<file path="src/rtl/debug_region_pkg.sv">
// Constants and carrier types for the debug region address decoder
package debug_region_pkg;

    // ------------------------------------------------------------------
    // Address windows
    // ------------------------------------------------------------------
    localparam logic [31:0] REGION_BASE = 32'hE000_0000;
    localparam logic [31:0] REGION_LAST = 32'hE00F_FFFF;
    localparam logic [31:0] ITU_BASE = 32'hE000_0000;
    localparam logic [31:0] WTU_BASE = 32'hE000_1000;
    localparam logic [31:0] BPU_BASE = 32'hE000_2000;
    localparam logic [31:0] SCS_S_BASE = 32'hE000_E000;
    localparam logic [31:0] SCS_NS_BASE = 32'hE002_E000;
    localparam logic [31:0] TPU_BASE = 32'hE004_0000;
    localparam logic [31:0] PTU_BASE = 32'hE004_1000;
    localparam logic [31:0] IMPDEF_BASE = 32'hE004_2000;
    localparam logic [31:0] IMPDEF_LAST = 32'hE00F_EFFF;
    localparam logic [31:0] ROM_BASE = 32'hE00F_F000;
    localparam logic [19:0] PAGE_MASK = 20'hFFFFF;
    localparam int PAGE_BITS = 12;

    // Sub-ranges inside a control space page (page offsets)
    localparam logic [11:0] SCB_FIRST = 12'hD00;
    localparam logic [11:0] SCB_LAST = 12'hD8F;
    localparam logic [11:0] DCB_FIRST = 12'hDF0;
    localparam logic [11:0] DCB_LAST = 12'hEFF;

    // Debug control block registers (page offsets)
    localparam logic [11:0] OFS_HANDLER_CTRL = 12'hD24;
    localparam logic [11:0] OFS_FAULT_STATUS = 12'hD30;
    localparam logic [11:0] OFS_FEATURE_ID = 12'hD48;
    localparam logic [11:0] OFS_HALT_CTRL = 12'hDF0;
    localparam logic [11:0] OFS_REG_SELECT = 12'hDF4;
    localparam logic [11:0] OFS_REG_DATA = 12'hDF8;
    localparam logic [11:0] OFS_MONITOR_CTRL = 12'hDFC;

    // Halting fields: halt control bits and monitor control halting bits
    localparam logic [31:0] HALT_CTRL_WMASK = 32'h0000_000F;
    localparam int HALT_BIT_DEBUGEN = 0;
    localparam int HALT_BIT_HALT = 1;
    localparam int HALT_BIT_STATUS = 17;
    localparam logic [31:0] MON_HALT_MASK = 32'h0000_07F1;
    localparam logic [31:0] MON_MONITOR_MASK = 32'h000F_0000;
    localparam logic [31:0] FAULT_HALT_MASK = 32'h0000_0001;
    localparam logic [31:0] FAULT_MONITOR_MASK = 32'h0000_001E;
    localparam logic [31:0] HANDLER_CTRL_MASK = 32'h0000_0FFF;
    localparam logic [31:0] FEATURE_ID_BASIC = 32'h0020_0000;
    localparam logic [31:0] RESET_ZERO = 32'h0000_0000;

    // ------------------------------------------------------------------
    // ROM table
    // ------------------------------------------------------------------
    localparam logic [11:0] ROM_OFS_SCS = 12'h000;
    localparam logic [11:0] ROM_OFS_WTU = 12'h004;
    localparam logic [11:0] ROM_OFS_BPU = 12'h008;
    localparam logic [11:0] ROM_OFS_ITU = 12'h00C;
    localparam logic [11:0] ROM_OFS_TPU = 12'h010;
    localparam logic [11:0] ROM_OFS_PTU = 12'h014;
    localparam logic [11:0] ROM_OFS_END = 12'h018;
    localparam logic [11:0] ROM_OFS_MEMTYPE = 12'hFCC;
    localparam logic [11:0] ROM_OFS_CID0 = 12'hFF0;
    localparam logic [11:0] ROM_OFS_CID1 = 12'hFF4;
    localparam logic [11:0] ROM_OFS_CID2 = 12'hFF8;
    localparam logic [11:0] ROM_OFS_CID3 = 12'hFFC;
    localparam logic [31:0] ROM_ENT_SCS = 32'hFFF0_F003;
    localparam logic [31:0] ROM_ENT_WTU = 32'hFFF0_2002;
    localparam logic [31:0] ROM_ENT_BPU = 32'hFFF0_3002;
    localparam logic [31:0] ROM_ENT_ITU = 32'hFFF0_1002;
    localparam logic [31:0] ROM_ENT_TPU = 32'hFFF4_1002;
    localparam logic [31:0] ROM_ENT_PTU = 32'hFFF4_2002;
    localparam logic [31:0] ROM_END_MARK = 32'h0000_0000;
    localparam logic [31:0] ROM_MEMTYPE = 32'h0000_0001;
    localparam logic [31:0] ROM_CID0 = 32'h0000_000D;
    localparam logic [31:0] ROM_CID1 = 32'h0000_0010;
    localparam logic [31:0] ROM_CID2 = 32'h0000_0005;
    localparam logic [31:0] ROM_CID3 = 32'h0000_00B1;

    // ------------------------------------------------------------------
    // Types
    // ------------------------------------------------------------------
    typedef enum logic [1:0]
    {
        LEVEL_MINIMUM = 2'b00,
        LEVEL_BASIC = 2'b01,
        LEVEL_COMPREHENSIVE = 2'b10
    } debug_level_type;

    // Build-time option set, sampled as straps
    typedef struct packed
    {
        logic main_ext;
        debug_level_type level;
        logic program_trace;
        logic trace_port_shared;
    } config_type;

    // Derived presence of each component
    typedef struct packed
    {
        logic monitor_exception;
        logic halting;
        logic itu;
        logic wtu;
        logic wtu_trace;
        logic bpu;
        logic tpu;
        logic ptu;
        logic rom;
    } presence_type;

    typedef enum logic [3:0]
    {
        TGT_NONE = 4'b0000,
        TGT_ITU = 4'b0001,
        TGT_WTU = 4'b0010,
        TGT_BPU = 4'b0011,
        TGT_SCS_S = 4'b0100,
        TGT_SCS_NS = 4'b0101,
        TGT_TPU = 4'b0110,
        TGT_PTU = 4'b0111,
        TGT_IMPDEF = 4'b1000,
        TGT_ROM = 4'b1001
    } target_type;

    localparam int NUM_PORTS = 8;

    typedef struct packed
    {
        logic [31:0] addr;
        logic [31:0] wdata;
        logic wr;
        logic rd;
    } bus_req_type;

endpackage
</file>
<file path="src/rtl/debug_ppb_region_decoder.sv">
// Debug region decoder: window routing, presence gating, ROM table
//
// Chosen here: the register offsets and the plain strobed port.
`timescale 1ns/1ps

// Functional notes
// - All debug resources decode only inside the private peripheral bus region.
// - Each optional component outside the control space is one fixed 4KB window.
// - Instrumentation, watch and breakpoint units take the three lowest 4KB windows.
// - Secure control space window holds system and debug control block sub-ranges.
// - Non-secure control space alias reaches the same control block sub-ranges.
// - Trace port window routes locally only when unit is not shared, else reserved.
// - Program trace sits above trace port; range above is implementation defined.
// - ROM table in top 4KB lists which optional components are present.
// - Monitor debug exception exists exactly when the main extension exists.
// - Minimum with main: halting registers and fields zero; feature id zero.
// - Minimum without main: six debug registers zero; feature id zero.
// - Basic level provides access port, ROM table, breakpoint and watch units.
// - Basic with main implements halting registers; feature id reports support.
// - Basic without main implements handler, fault, halt, select, data, monitor.
// - Comprehensive needs main; adds instrumentation, watch trace and trace port.
// - Watch trace exists only with instrumentation, watch debug and main.
// - Trace port present only for instrumentation or program trace per extension.
// - Halted means debug state reported; not halted means non-debug state.
// - ROM entry bit 0 is one when component present, zero when absent; the trace port entry's bit 0 reads zero while the port is shared.
// - ROM component list ends with an all-zero entry.
module debug_ppb_region_decoder
(
    input wire logic clk_sys_in,
    input wire logic rst_in,
    input wire debug_region_pkg::config_type config_in,
    input wire logic [31:0] addr_in,
    input wire logic [31:0] wdata_in,
    input wire logic wr_in,
    input wire logic rd_in,
    output logic [31:0] rdata_out,
    input wire logic core_halted_in,
    output logic [debug_region_pkg::NUM_PORTS-1:0] comp_sel_out,
    output debug_region_pkg::bus_req_type comp_req_out,
    input wire logic [31:0] comp_rdata_in [debug_region_pkg::NUM_PORTS],
    output debug_region_pkg::presence_type presence_out,
    output logic debug_state_out,
    output logic halt_request_out,
    output logic debugger_enabled_out
);
    import debug_region_pkg::*;

    // ------------------------------------------------------------------
    // Configuration capture
    // ------------------------------------------------------------------
    // Straps are caught by a clocked process so reset holds only constants.
    config_type cfg;
    logic cfg_valid;

    always_ff @(posedge clk_sys_in)
    begin
        if (rst_in)
        begin
            cfg <= '0;
            cfg_valid <= 1'b0;
        end
        else if (!cfg_valid)
        begin
            cfg <= config_in;
            cfg_valid <= 1'b1;
        end
    end

    // ------------------------------------------------------------------
    // Presence derivation
    // ------------------------------------------------------------------
    wire level_basic_up = (cfg.level != LEVEL_MINIMUM);
    // Comprehensive is meaningless without the main extension
    wire level_comp = (cfg.level == LEVEL_COMPREHENSIVE) && cfg.main_ext;
    wire pres_itu = level_comp;
    wire pres_wtu = level_basic_up;
    wire pres_wtu_trace = level_comp && pres_itu && pres_wtu;
    wire pres_ptu = cfg.program_trace && level_basic_up;
    wire pres_tpu = cfg.main_ext ? (pres_itu || pres_ptu)
        : pres_ptu;

    presence_type pres;

    assign pres.monitor_exception = cfg.main_ext;
    assign pres.halting = level_basic_up;

    assign pres.itu = pres_itu;
    assign pres.wtu = pres_wtu;
    assign pres.wtu_trace = pres_wtu_trace;
    assign pres.bpu = level_basic_up;
    assign pres.tpu = pres_tpu;
    assign pres.ptu = pres_ptu;
    assign pres.rom = level_basic_up;
    assign presence_out = pres;

    // ------------------------------------------------------------------
    // Window decode
    // ------------------------------------------------------------------
    wire [19:0] page = addr_in[31:12];
    wire [11:0] ofs = addr_in[11:0];

    wire in_region = (addr_in >= REGION_BASE)
        && (addr_in <= REGION_LAST);

    // Fixed windows: one page compare each
    wire hit_itu = in_region && (page == ITU_BASE[31:12]);
    wire hit_wtu = in_region && (page == WTU_BASE[31:12]);
    wire hit_bpu = in_region && (page == BPU_BASE[31:12]);

    wire hit_scs_s = in_region && (page == SCS_S_BASE[31:12]);
    wire hit_scs_ns = in_region && (page == SCS_NS_BASE[31:12]);

    wire hit_tpu = in_region && (page == TPU_BASE[31:12]);
    wire hit_ptu = in_region && (page == PTU_BASE[31:12]);
    // Spans many pages, so a range compare
    wire hit_impdef = (addr_in >= IMPDEF_BASE)
        && (addr_in <= IMPDEF_LAST);
    wire hit_rom = in_region && (page == ROM_BASE[31:12]);

    // Sub-ranges below are common to both aliases
    wire hit_scs = hit_scs_s || hit_scs_ns;
    wire in_scb = (ofs >= SCB_FIRST) && (ofs <= SCB_LAST);
    wire in_dcb = (ofs >= DCB_FIRST) && (ofs <= DCB_LAST);

    target_type target;

    always_comb
    begin
        if (hit_itu && pres.itu)
            target = TGT_ITU;
        else if (hit_wtu && pres.wtu)
            target = TGT_WTU;
        else if (hit_bpu && pres.bpu)
            target = TGT_BPU;
        else if (hit_scs_s)
            target = TGT_SCS_S;
        else if (hit_scs_ns)
            target = TGT_SCS_NS;
        else if (hit_tpu && pres.tpu && !cfg.trace_port_shared)
            target = TGT_TPU;
        else if (hit_ptu && pres.ptu)
            target = TGT_PTU;
        else if (hit_impdef)
            target = TGT_IMPDEF;
        else if (hit_rom && pres.rom)
            target = TGT_ROM;
        else
            target = TGT_NONE;
    end

    // Control space page minus its debug registers goes to an outside port
    // Three block-range registers are answered here
    wire local_scb_reg = (ofs == OFS_HANDLER_CTRL) || (ofs == OFS_FAULT_STATUS)
        || (ofs == OFS_FEATURE_ID);
    wire dcb_local = hit_scs && (in_dcb || local_scb_reg);

    // Port index per target; the control space is shared by both aliases
    logic [NUM_PORTS-1:0] sel;

    always_comb
    begin
        sel = '0;

        case (target)
            TGT_ITU: sel[0] = 1'b1;
            TGT_WTU: sel[1] = 1'b1;
            TGT_BPU: sel[2] = 1'b1;
            TGT_SCS_S, TGT_SCS_NS: sel[3] = !(in_scb && local_scb_reg) && !in_dcb;
            TGT_TPU: sel[4] = 1'b1;
            TGT_PTU: sel[5] = 1'b1;
            TGT_IMPDEF: sel[6] = 1'b1;
            TGT_ROM: sel[7] = 1'b0;
            default: sel = '0;
        endcase
    end

    assign comp_sel_out = sel & {NUM_PORTS{wr_in || rd_in}};
    assign comp_req_out.addr = addr_in;
    assign comp_req_out.wdata = wdata_in;
    assign comp_req_out.wr = wr_in;
    assign comp_req_out.rd = rd_in;

    // ------------------------------------------------------------------
    // Debug control block registers
    // ------------------------------------------------------------------
    // Halt control, select and data exist only with halting debug.
    logic [31:0] halt_ctrl;
    logic [31:0] reg_select;
    logic [31:0] reg_data;

    logic [31:0] monitor_ctrl;
    logic [31:0] fault_status;
    logic [31:0] handler_ctrl;

    wire dcb_wr = wr_in && dcb_local;
    wire wr_halt = dcb_wr && (ofs == OFS_HALT_CTRL)
        && pres.halting;
    wire wr_sel = dcb_wr && (ofs == OFS_REG_SELECT) && pres.halting;
    wire wr_data = dcb_wr && (ofs == OFS_REG_DATA) && pres.halting;

    // Monitor and fault always decoded; the masks drop fields absent at this level
    wire wr_mon = dcb_wr && (ofs == OFS_MONITOR_CTRL);
    wire wr_fault = dcb_wr && (ofs == OFS_FAULT_STATUS);
    wire wr_handler = dcb_wr && (ofs == OFS_HANDLER_CTRL) && pres.halting
        && !cfg.main_ext;

    // Writable masks per level: halting fields vanish at minimum level
    wire [31:0] mon_mask = (pres.halting ? MON_HALT_MASK : RESET_ZERO)
        | (pres.monitor_exception ? MON_MONITOR_MASK : RESET_ZERO);
    wire [31:0] fault_mask = (pres.halting ? FAULT_HALT_MASK : RESET_ZERO)
        | (pres.monitor_exception ? FAULT_MONITOR_MASK : RESET_ZERO);

    wire halted_bit = core_halted_in && pres.halting;

    always_ff @(posedge clk_sys_in)
    begin
        if (rst_in)
        begin
            halt_ctrl <= RESET_ZERO;
            reg_select <= RESET_ZERO;
            reg_data <= RESET_ZERO;
            monitor_ctrl <= RESET_ZERO;
            handler_ctrl <= RESET_ZERO;
        end
        else
        begin
            if (wr_halt)
                halt_ctrl <= wdata_in & HALT_CTRL_WMASK;

            if (wr_sel)
                reg_select <= wdata_in;

            if (wr_data)
                reg_data <= wdata_in;

            if (wr_mon)
                monitor_ctrl <= wdata_in & mon_mask;

            if (wr_handler)
                handler_ctrl <= wdata_in & HANDLER_CTRL_MASK;
        end
    end

    // Fault status is write-one-to-clear; a halt event in the same cycle wins
    wire halt_event = halted_bit && !debug_state_out;
    wire [31:0] fault_set = {31'h0, halt_event} & FAULT_HALT_MASK;
    wire [31:0] fault_clr = wr_fault ? (wdata_in & fault_mask) : RESET_ZERO;
    wire [31:0] next_fault_status = (fault_status & ~fault_clr) | fault_set;

    always_ff @(posedge clk_sys_in)
    begin
        if (rst_in)
            fault_status <= RESET_ZERO;
        else
            fault_status <= next_fault_status;
    end

    always_ff @(posedge clk_sys_in)
    begin
        if (rst_in)
            debug_state_out <= 1'b0;
        else
            debug_state_out <= halted_bit;
    end

    assign halt_request_out = halt_ctrl[HALT_BIT_DEBUGEN] && halt_ctrl[HALT_BIT_HALT];
    assign debugger_enabled_out = halt_ctrl[HALT_BIT_DEBUGEN];

    // Feature id reads zero at minimum level, basic support otherwise
    wire [31:0] feature_id = pres.halting ? FEATURE_ID_BASIC
        : RESET_ZERO;
    wire [31:0] halt_status = halt_ctrl
        | ({31'h0, debug_state_out} << HALT_BIT_STATUS);

    logic [31:0] dcb_rdata;

    always_comb
    begin
        if (ofs == OFS_HALT_CTRL)
            dcb_rdata = pres.halting ? halt_status : RESET_ZERO;
        else if (ofs == OFS_REG_SELECT)
            dcb_rdata = pres.halting ? reg_select : RESET_ZERO;
        else if (ofs == OFS_REG_DATA)
            dcb_rdata = pres.halting ? reg_data : RESET_ZERO;
        else if (ofs == OFS_MONITOR_CTRL)
            dcb_rdata = monitor_ctrl & mon_mask;
        else if (ofs == OFS_FAULT_STATUS)
            dcb_rdata = fault_status & fault_mask;
        else if (ofs == OFS_FEATURE_ID)
            dcb_rdata = feature_id;
        else if (ofs == OFS_HANDLER_CTRL)
            dcb_rdata = handler_ctrl;
        else
            dcb_rdata = RESET_ZERO;
    end

    // ------------------------------------------------------------------
    // ROM table
    // ------------------------------------------------------------------
    wire [31:0] ent_wtu = ROM_ENT_WTU | {31'h0, pres.wtu};
    wire [31:0] ent_bpu = ROM_ENT_BPU | {31'h0, pres.bpu};
    wire [31:0] ent_itu = ROM_ENT_ITU | {31'h0, pres.itu};

    wire tpu_local = pres.tpu && !cfg.trace_port_shared;
    wire [31:0] ent_tpu = ROM_ENT_TPU | {31'h0, tpu_local};
    wire [31:0] ent_ptu = ROM_ENT_PTU | {31'h0, pres.ptu};

    logic [31:0] rom_rdata;

    always_comb
    begin
        if (ofs == ROM_OFS_SCS)
            rom_rdata = ROM_ENT_SCS;
        else if (ofs == ROM_OFS_WTU)
            rom_rdata = ent_wtu;
        else if (ofs == ROM_OFS_BPU)
            rom_rdata = ent_bpu;
        else if (ofs == ROM_OFS_ITU)
            rom_rdata = ent_itu;
        else if (ofs == ROM_OFS_TPU)
            rom_rdata = ent_tpu;
        else if (ofs == ROM_OFS_PTU)
            rom_rdata = ent_ptu;
        else if (ofs == ROM_OFS_END)
            rom_rdata = ROM_END_MARK;
        else if (ofs == ROM_OFS_MEMTYPE)
            rom_rdata = ROM_MEMTYPE;
        else if (ofs == ROM_OFS_CID0)
            rom_rdata = ROM_CID0;
        else if (ofs == ROM_OFS_CID1)
            rom_rdata = ROM_CID1;
        else if (ofs == ROM_OFS_CID2)
            rom_rdata = ROM_CID2;
        else if (ofs == ROM_OFS_CID3)
            rom_rdata = ROM_CID3;
        else
            rom_rdata = RESET_ZERO;
    end

    // ------------------------------------------------------------------
    // Read return
    // ------------------------------------------------------------------
    // Local sources are sampled with the strobe; outside ports answer
    // combinationally so their word is captured in the same edge.
    logic [31:0] port_rdata;

    always_comb
    begin
        port_rdata = RESET_ZERO;

        for (int i = 0; i < NUM_PORTS; i++)
        begin
            if (sel[i])
                port_rdata = comp_rdata_in[i];
        end
    end

    wire [31:0] next_rdata = (target == TGT_ROM) ? rom_rdata
        : dcb_local ? dcb_rdata
        : port_rdata;

    always_ff @(posedge clk_sys_in)
    begin
        if (rst_in)
            rdata_out <= RESET_ZERO;
        else if (rd_in)
            rdata_out <= next_rdata;
        else
            rdata_out <= RESET_ZERO;
    end

endmodule

</file>
<file path="config.mk">
export PLATFORM = sky130hd
export DESIGN_NAME = debug_ppb_region_decoder
export DESIGN_NICKNAME = d
export VERILOG_FILES = /design/src/rtl/debug_region_pkg.sv /design/src/rtl/debug_ppb_region_decoder.sv
export SDC_FILE = /design/constraint.sdc
export NUM_CORES = 1
export LEC_CHECK = 0
export BUFFER_PORTS_ARGS = -buffer_cell sky130_fd_sc_hd__buf_4
export CELL_PAD_IN_SITES_DETAIL_PLACEMENT = 1
export CELL_PAD_IN_SITES_GLOBAL_PLACEMENT = 2
export CORE_UTILIZATION = 21
export DETAILED_ROUTE_END_ITERATION = 16
export PLACE_DENSITY_LB_ADDON = 0.3
export SYNTH_ARGS = -nofsm -noshare
export SYNTH_HDL_FRONTEND = slang
export SYNTH_SLANG_ARGS = --single-unit
</file>
<file path="constraint.sdc">
create_clock -name clk_sys_in -period 2.3 [get_ports clk_sys_in]
set_input_delay 0 -clock clk_sys_in [delete_from_list [all_inputs] [get_ports clk_sys_in]]
set_output_delay 0 -clock clk_sys_in [all_outputs]
set_load 0.02 [all_outputs]
</file>
After elaboration in Yosys (flattened, before gate mapping)
Index checks and enable logic that the tools add are counted.
- add/sub/neg operators: 0
- $mul: 0
- div/mod/pow operators: 0
- $lt $le $gt $ge: 8
- equality and inequality tests: 36
- shift-type cells: 0
- multiplexer cells: 55
- bitwise operators: 12
- reductions and logical operators: 56
- operator list (kind ; count):
    32-bit two-way mux ; 23
    20-bit == test, second input constant ; 8
    12-bit == test, second input constant ; 12
    32-bit by 20-bit AND with 32-bit output ; 2
    32-bit by 5-bit AND with 32-bit output ; 2
    32-bit greater-or-equal comparator, second input constant ; 2
    32-bit <= comparator, second input constant ; 2
    8-bit two-way mux ; 6
    22-bit two-way mux ; 2
    1-bit logical AND ; 41
    12-bit by 5-bit == test with 1-bit output, second input constant ; 3
    4-bit two-way mux ; 9
    32-bit AND ; 1
    32-bit inverter ; 1
    32-bit by 1-bit OR with 32-bit output ; 1
    12-bit by 4-bit == test with 1-bit output, second input constant ; 2
    12-bit greater-or-equal comparator, second input constant ; 2
    12-bit <= comparator, second input constant ; 2
    20-bit two-way mux ; 1
    11-bit by 20-bit OR with 20-bit output ; 1
    18-bit two-way mux ; 1
    4-bit by 18-bit OR with 18-bit output ; 1
    4-bit by 3-bit == test with 1-bit output, second input constant ; 4
    12-bit by 3-bit == test with 1-bit output, second input constant ; 1
    other kinds (16) ; 37
- register bits after elaboration: 183
- latch bits: 0
- bits in writable memories: 0
- memory bits (read-only): 0
- bits of input ports: 330
- output and inout port bits: 118
- logic and storage cells: 180
- memories kept: 0

Depth between registers and ports, before layout
- depth after elaboration: 24
- mapped depth: 10
- gate-level depth less buffers: 7

Worst setup path after synthesis
No wires, ideal clock.
- path kind: register -> register
- start: register cfg[2] (netlist name)
- end: register rdata_out[18]
- arrival time: 2.360 ns
- data required time: 2.180 ns
- slack: -0.180 ns
- stages on the path, launching flop included: 9
- path buffers: 1
- path through: dfxtp_1 nor2_1 clkinv_1 o211a_1 and3_1 clkbuf_1 nor3_1 o21ai_0 a211o_1
- cells in the longest elaborated chain, start to end: 23
- elaborated cells on any way between the ends: 53
- those cells by class: 10 x eq/ne; 31 x mux; 12 x reduce/logical
- ends and longest elaborated chain (element ; line ; RTL):
    start: declaration ; debug_ppb_region_decoder.sv:52 ; config_type cfg;
    start signal: assignment ; debug_ppb_region_decoder.sv:64 ; cfg <= config_in;
    2-bit == test / 2-bit nonzero test (equally long branches) ; debug_ppb_region_decoder.sv:74, debug_ppb_region_decoder.sv:72 ;
    1-bit logical AND (on tied branches) ; debug_ppb_region_decoder.sv:74, debug_ppb_region_decoder.sv:78 ;
    1-bit logical OR ; debug_ppb_region_decoder.sv:79 ; wire pres_tpu = cfg.main_ext ? (pres_itu || pres_ptu)
    1-bit two-way mux ; debug_ppb_region_decoder.sv:79 ;
    1-bit logical AND (2 in a row) ; debug_ppb_region_decoder.sv:139 ; else if (hit_tpu && pres.tpu && !cfg.trace_port_shared)
    4-bit two-way mux ; debug_ppb_region_decoder.sv:139 ;
    4-bit two-way mux ; debug_ppb_region_decoder.sv:137 ; else if (hit_scs_ns)
    4-bit two-way mux ; debug_ppb_region_decoder.sv:135 ; else if (hit_scs_s)
    4-bit two-way mux ; debug_ppb_region_decoder.sv:133 ; else if (hit_bpu && pres.bpu)
    4-bit two-way mux ; debug_ppb_region_decoder.sv:131 ; else if (hit_wtu && pres.wtu)
    4-bit two-way mux ; debug_ppb_region_decoder.sv:129 ; if (hit_itu && pres.itu)
    4-bit by 1-bit == test with 1-bit output ; debug_ppb_region_decoder.sv:164 ; case (target)
    1-bit two-way mux ; debug_ppb_region_decoder.sv:164 ;
    32-bit two-way mux (7 in a row) ; debug_ppb_region_decoder.sv:353 ; if (sel[i])
    32-bit two-way mux ; debug_ppb_region_decoder.sv:359 ; : dcb_local ? dcb_rdata
    32-bit two-way mux * ; debug_ppb_region_decoder.sv:358 ; wire [31:0] next_rdata = (target == TGT_ROM) ? rom_rdata
    end signal: assignment ; debug_ppb_region_decoder.sv:367 ; rdata_out <= next_rdata;
    end: declaration ; debug_ppb_region_decoder.sv:36 ; output logic [31:0] rdata_out,
Every way passes the cells marked *; elsewhere a longest branch is shown, timed or not.
A chain may end at the register's enable or synchronous reset.

Worst setup path in the final report
- start: register cfg[2] (netlist name)
- end: register rdata_out[11]
The elaborated chain is that of the path after synthesis.

==> results_dict.tcl <==
set metrics [dict create \
    end_kind "register" \
    pin_count 448 \
    place.gp.congestion 0.921 \
    die_area_um2 41200 \
    powerDensity_nw_per_um2 436 \
    wire_per_inst_um 22.6 \
    synth_nets 1445 \
    die_width_um 203 \
    clock.fmax_mhz 447 \
    core_um2 39800 \
    worstPathRequired_ps 2620 \
    io_buffers 414 \
    cts.htree.levels 4 \
    drive_above_1_share_pct 39.3 \
    leakage_nw 6.11 \
    num_rows 73 \
    synth-simple-area-share_pct 26.9 \
    overflow 0 \
    wl_um 49700 \
    worst_pin_slew_ps 934 \
    relSlewSlack_pct 37.5 \
    dp_hpwl_um 38300 \
    ys_dominant_reg_cell "dfxtp_1" \
    ys_types 71 \
    cts_setup_buffers 0 \
    drcViolationCount 0 \
    area_growth_pct 71.3 \
    drv_slew 0 \
    cts-root-buf "clkbuf_16" \
    hp-class "in2reg" \
    synth_top_cell_area_share_pct 32.1 \
    outcome "finished clean" \
    layout.cells.non_filler 2202 \
    grt_pass1_vias 11298 \
    nets 1993 \
    num_vias 10940 \
    first_iter_violations 584 \
    vdd_drop_max_v 0.000408 \
    yosysSeqAreaShare_pct 32.1 \
    grt_pass1_wl_um 72300 \
    ys_top_cells_by_count "nand2_1 (217), dfxtp_1 (136), a21oi_1 (90)" \
    synth_edf_count 0 \
    clk_pin_slew_ps 60 \
    synth_top_family_by_area "compound AO/OA/AOI/OAI gates" \
    fin_crit_sh_pct 97.2 \
    viasPerCell 4.97 \
    final_hold_viol_count 0 \
    start_util_pct 21.3 \
    fp.dieH_um 203 \
    cts_tree "done" \
    synth_xor_area_share_pct 0 \
    cts.sinks 136 \
    dr.pass1.iters 5 \
    syn_avg_cell_area_um2 7.61 \
    synth_compound_area_share_pct 27.5 \
    synthTopCellsByArea "dfxtp_1 (32%), nand2_1 (9.6%), buf_4 (6.7%), a21oi_1 (5.3%), a22oi_1 (4.7%)" \
    rsz0062_at_grt "no" \
    placed_cells 2052 \
    critPathKind "reg2reg" \
    synth_cells 1115 \
    insertion_delay_ps 420 \
    place_worst_setup_slack_ps -232 \
    reg2reg_slack_ps 60 \
    fin_ws_ps 64.8 \
    cp.arrival_ps 2550 \
    numCtsBuffers 17 \
    worst_clock_skew_ps 4.31 \
    drv_cap 0 \
    ys_ff_latch 136 \
    yosys.area.top_type "dfxtp_1" \
    synthAdderAreaFrac_pct 0.118 \
    synth_mux_area_share_pct 1.80 \
    synth.most_common_cell "nand2_1" \
    finalCriticalPeriod_ps 2240 \
    finalSetupViolCount 0 \
    async_reset_ff_share_pct 0 \
    detail-route-antenna-nets 0 \
    antenna_found_initial 3 \
    cp-start-kind "register" \
    syn_area_um2 8490 \
    worstPathMaxFanout 17 \
    fin_hold_ws_ps 13.4 \
    ctsLongestPathBuffers 2 \
    ys_warn_count 0 \
    grt_start_max_net_pins 51 \
    grt_use_total_pct 23.3 \
]
registers in the layout, summed over array words and instances, names as in the netlist:
name	count
fault_status	5
halt_ctrl	4
handler_ctrl	12
cfg_valid	1
cfg	4
rdata_out	32
presence_out	1
monitor_ctrl	12
reg_select	32
reg_data	32
debug_state_out	1
where the power goes:
part / internal (mW) / switching, mW
combinational: 0.666 / 0.558
sequential: 2.36 / 0.00685
clock: 1.69 / 1.04
kinds of logic (layout without fill, tap and decap cells):
group	Yosys count	after routing
flops	136	136
fa+ha+maj	1	1
mux	14	14
simple gates	465	465
other cells	1	3
compound gates	327	327
buf+inv	171	731
cells in the final DEF, fill, tap and decap left out, types with 8 or more instances in the layout:
| master | Yosys | layout |
|---|---|---|
| a31oi_1 | 8 | 8 |
| a21o_1 | 16 | 16 |
| nand4_1 | 13 | 13 |
| a221oi_1 | 11 | 10 |
| a22oi_1 | 53 | 53 |
| nor2_1 | 47 | 45 |
| nand2_1 | 217 | 217 |
| buf_12 | 0 | 16 |
| o221ai_1 | 13 | 13 |
| a222oi_1 | 13 | 13 |
| nor3_1 | 26 | 24 |
| and3_1 | 18 | 17 |
| nor4_1 | 15 | 14 |
| o21ai_0 | 18 | 18 |
| o22ai_1 | 20 | 20 |
| buf_4 | 76 | 560 |
| nor2b_1 | 9 | 9 |
| nand3_1 | 61 | 60 |
| or4_1 | 11 | 11 |
| a22o_1 | 10 | 10 |
| a21oi_1 | 90 | 89 |
| a21oi_2 | 30 | 31 |
| dfxtp_1 | 136 | 136 |
| mux2i_1 | 13 | 13 |
| clkbuf_16 | 0 | 17 |
| dlygate4sd3_1 | 0 | 117 |
critical path: stages (launching register included):
cell and delay (ps):
dfxtp_1 310, nor2_1 150, buf_4 260, nor3_1 120
and3_1 220, buf_12 150, a222oi_1 350, nand3_1 300
a21o_1 250
layout make-up:
class / count / area, µm²
antenna: 2 / 5.00
clock buffer: 22 / 444
clock inverter: 9 / 126
fill: 4827 / 25300
inverter: 7 / 26.3
multi-input combinational: 808 / 4860
sequential: 136 / 2720
tap: 525 / 657
timing repair buffer: 693 / 5700
repair_timing:
item	CTS	global route
hold buffers	117	0
resized for setup	1	7
setup endpoints to repair	1	18
hold endpoints to repair	123	0
through the flow:
| step | cell area, µm² | TNS (ps) | power, mW | util, % |
|---|---|---|---|---|
| after floorplan | 8510 | 0 | 2.81 | - |
| after global placement | 12800 | -13480 | 3.46 | 32.0 |
| after detailed placement | 12800 | -15260 | 3.47 | 32.0 |
| after CTS | 14500 | 0 | 6.38 | 36.4 |
| after global routing | 14500 | 0 | 6.56 | 36.5 |
| final | 14500 | 0 | 6.33 | 36.5 |
worst paths after layout:
| check | startpoint | to | cells past startpoint |
|---|---|---|---|
| min | comp_rdata_in[144] | rdata_out[16] | 4 |
| max | cfg[2] | rdata_out[11] | 8 |
| min reg2reg | fault_status[3] | fault_status[3] | 2 |
| max reg2reg | cfg[2] | rdata_out[11] | 8 |
metal layers:
| layer | global-route usage [%] | share of wire (%) | vias to the layer above |
|---|---|---|---|
| met1 | 28.7 | 42 | 5384 |
| met5 | 0 | 0.026 | - |
| met3 | 3.60 | 5.1 | 54 |
| met2 | 41.8 | 50 | 370 |
| met4 | 6.31 | 2.0 | 2 |
| li1 | - | - | 5130 |
(Power assumes the default switching activity.)
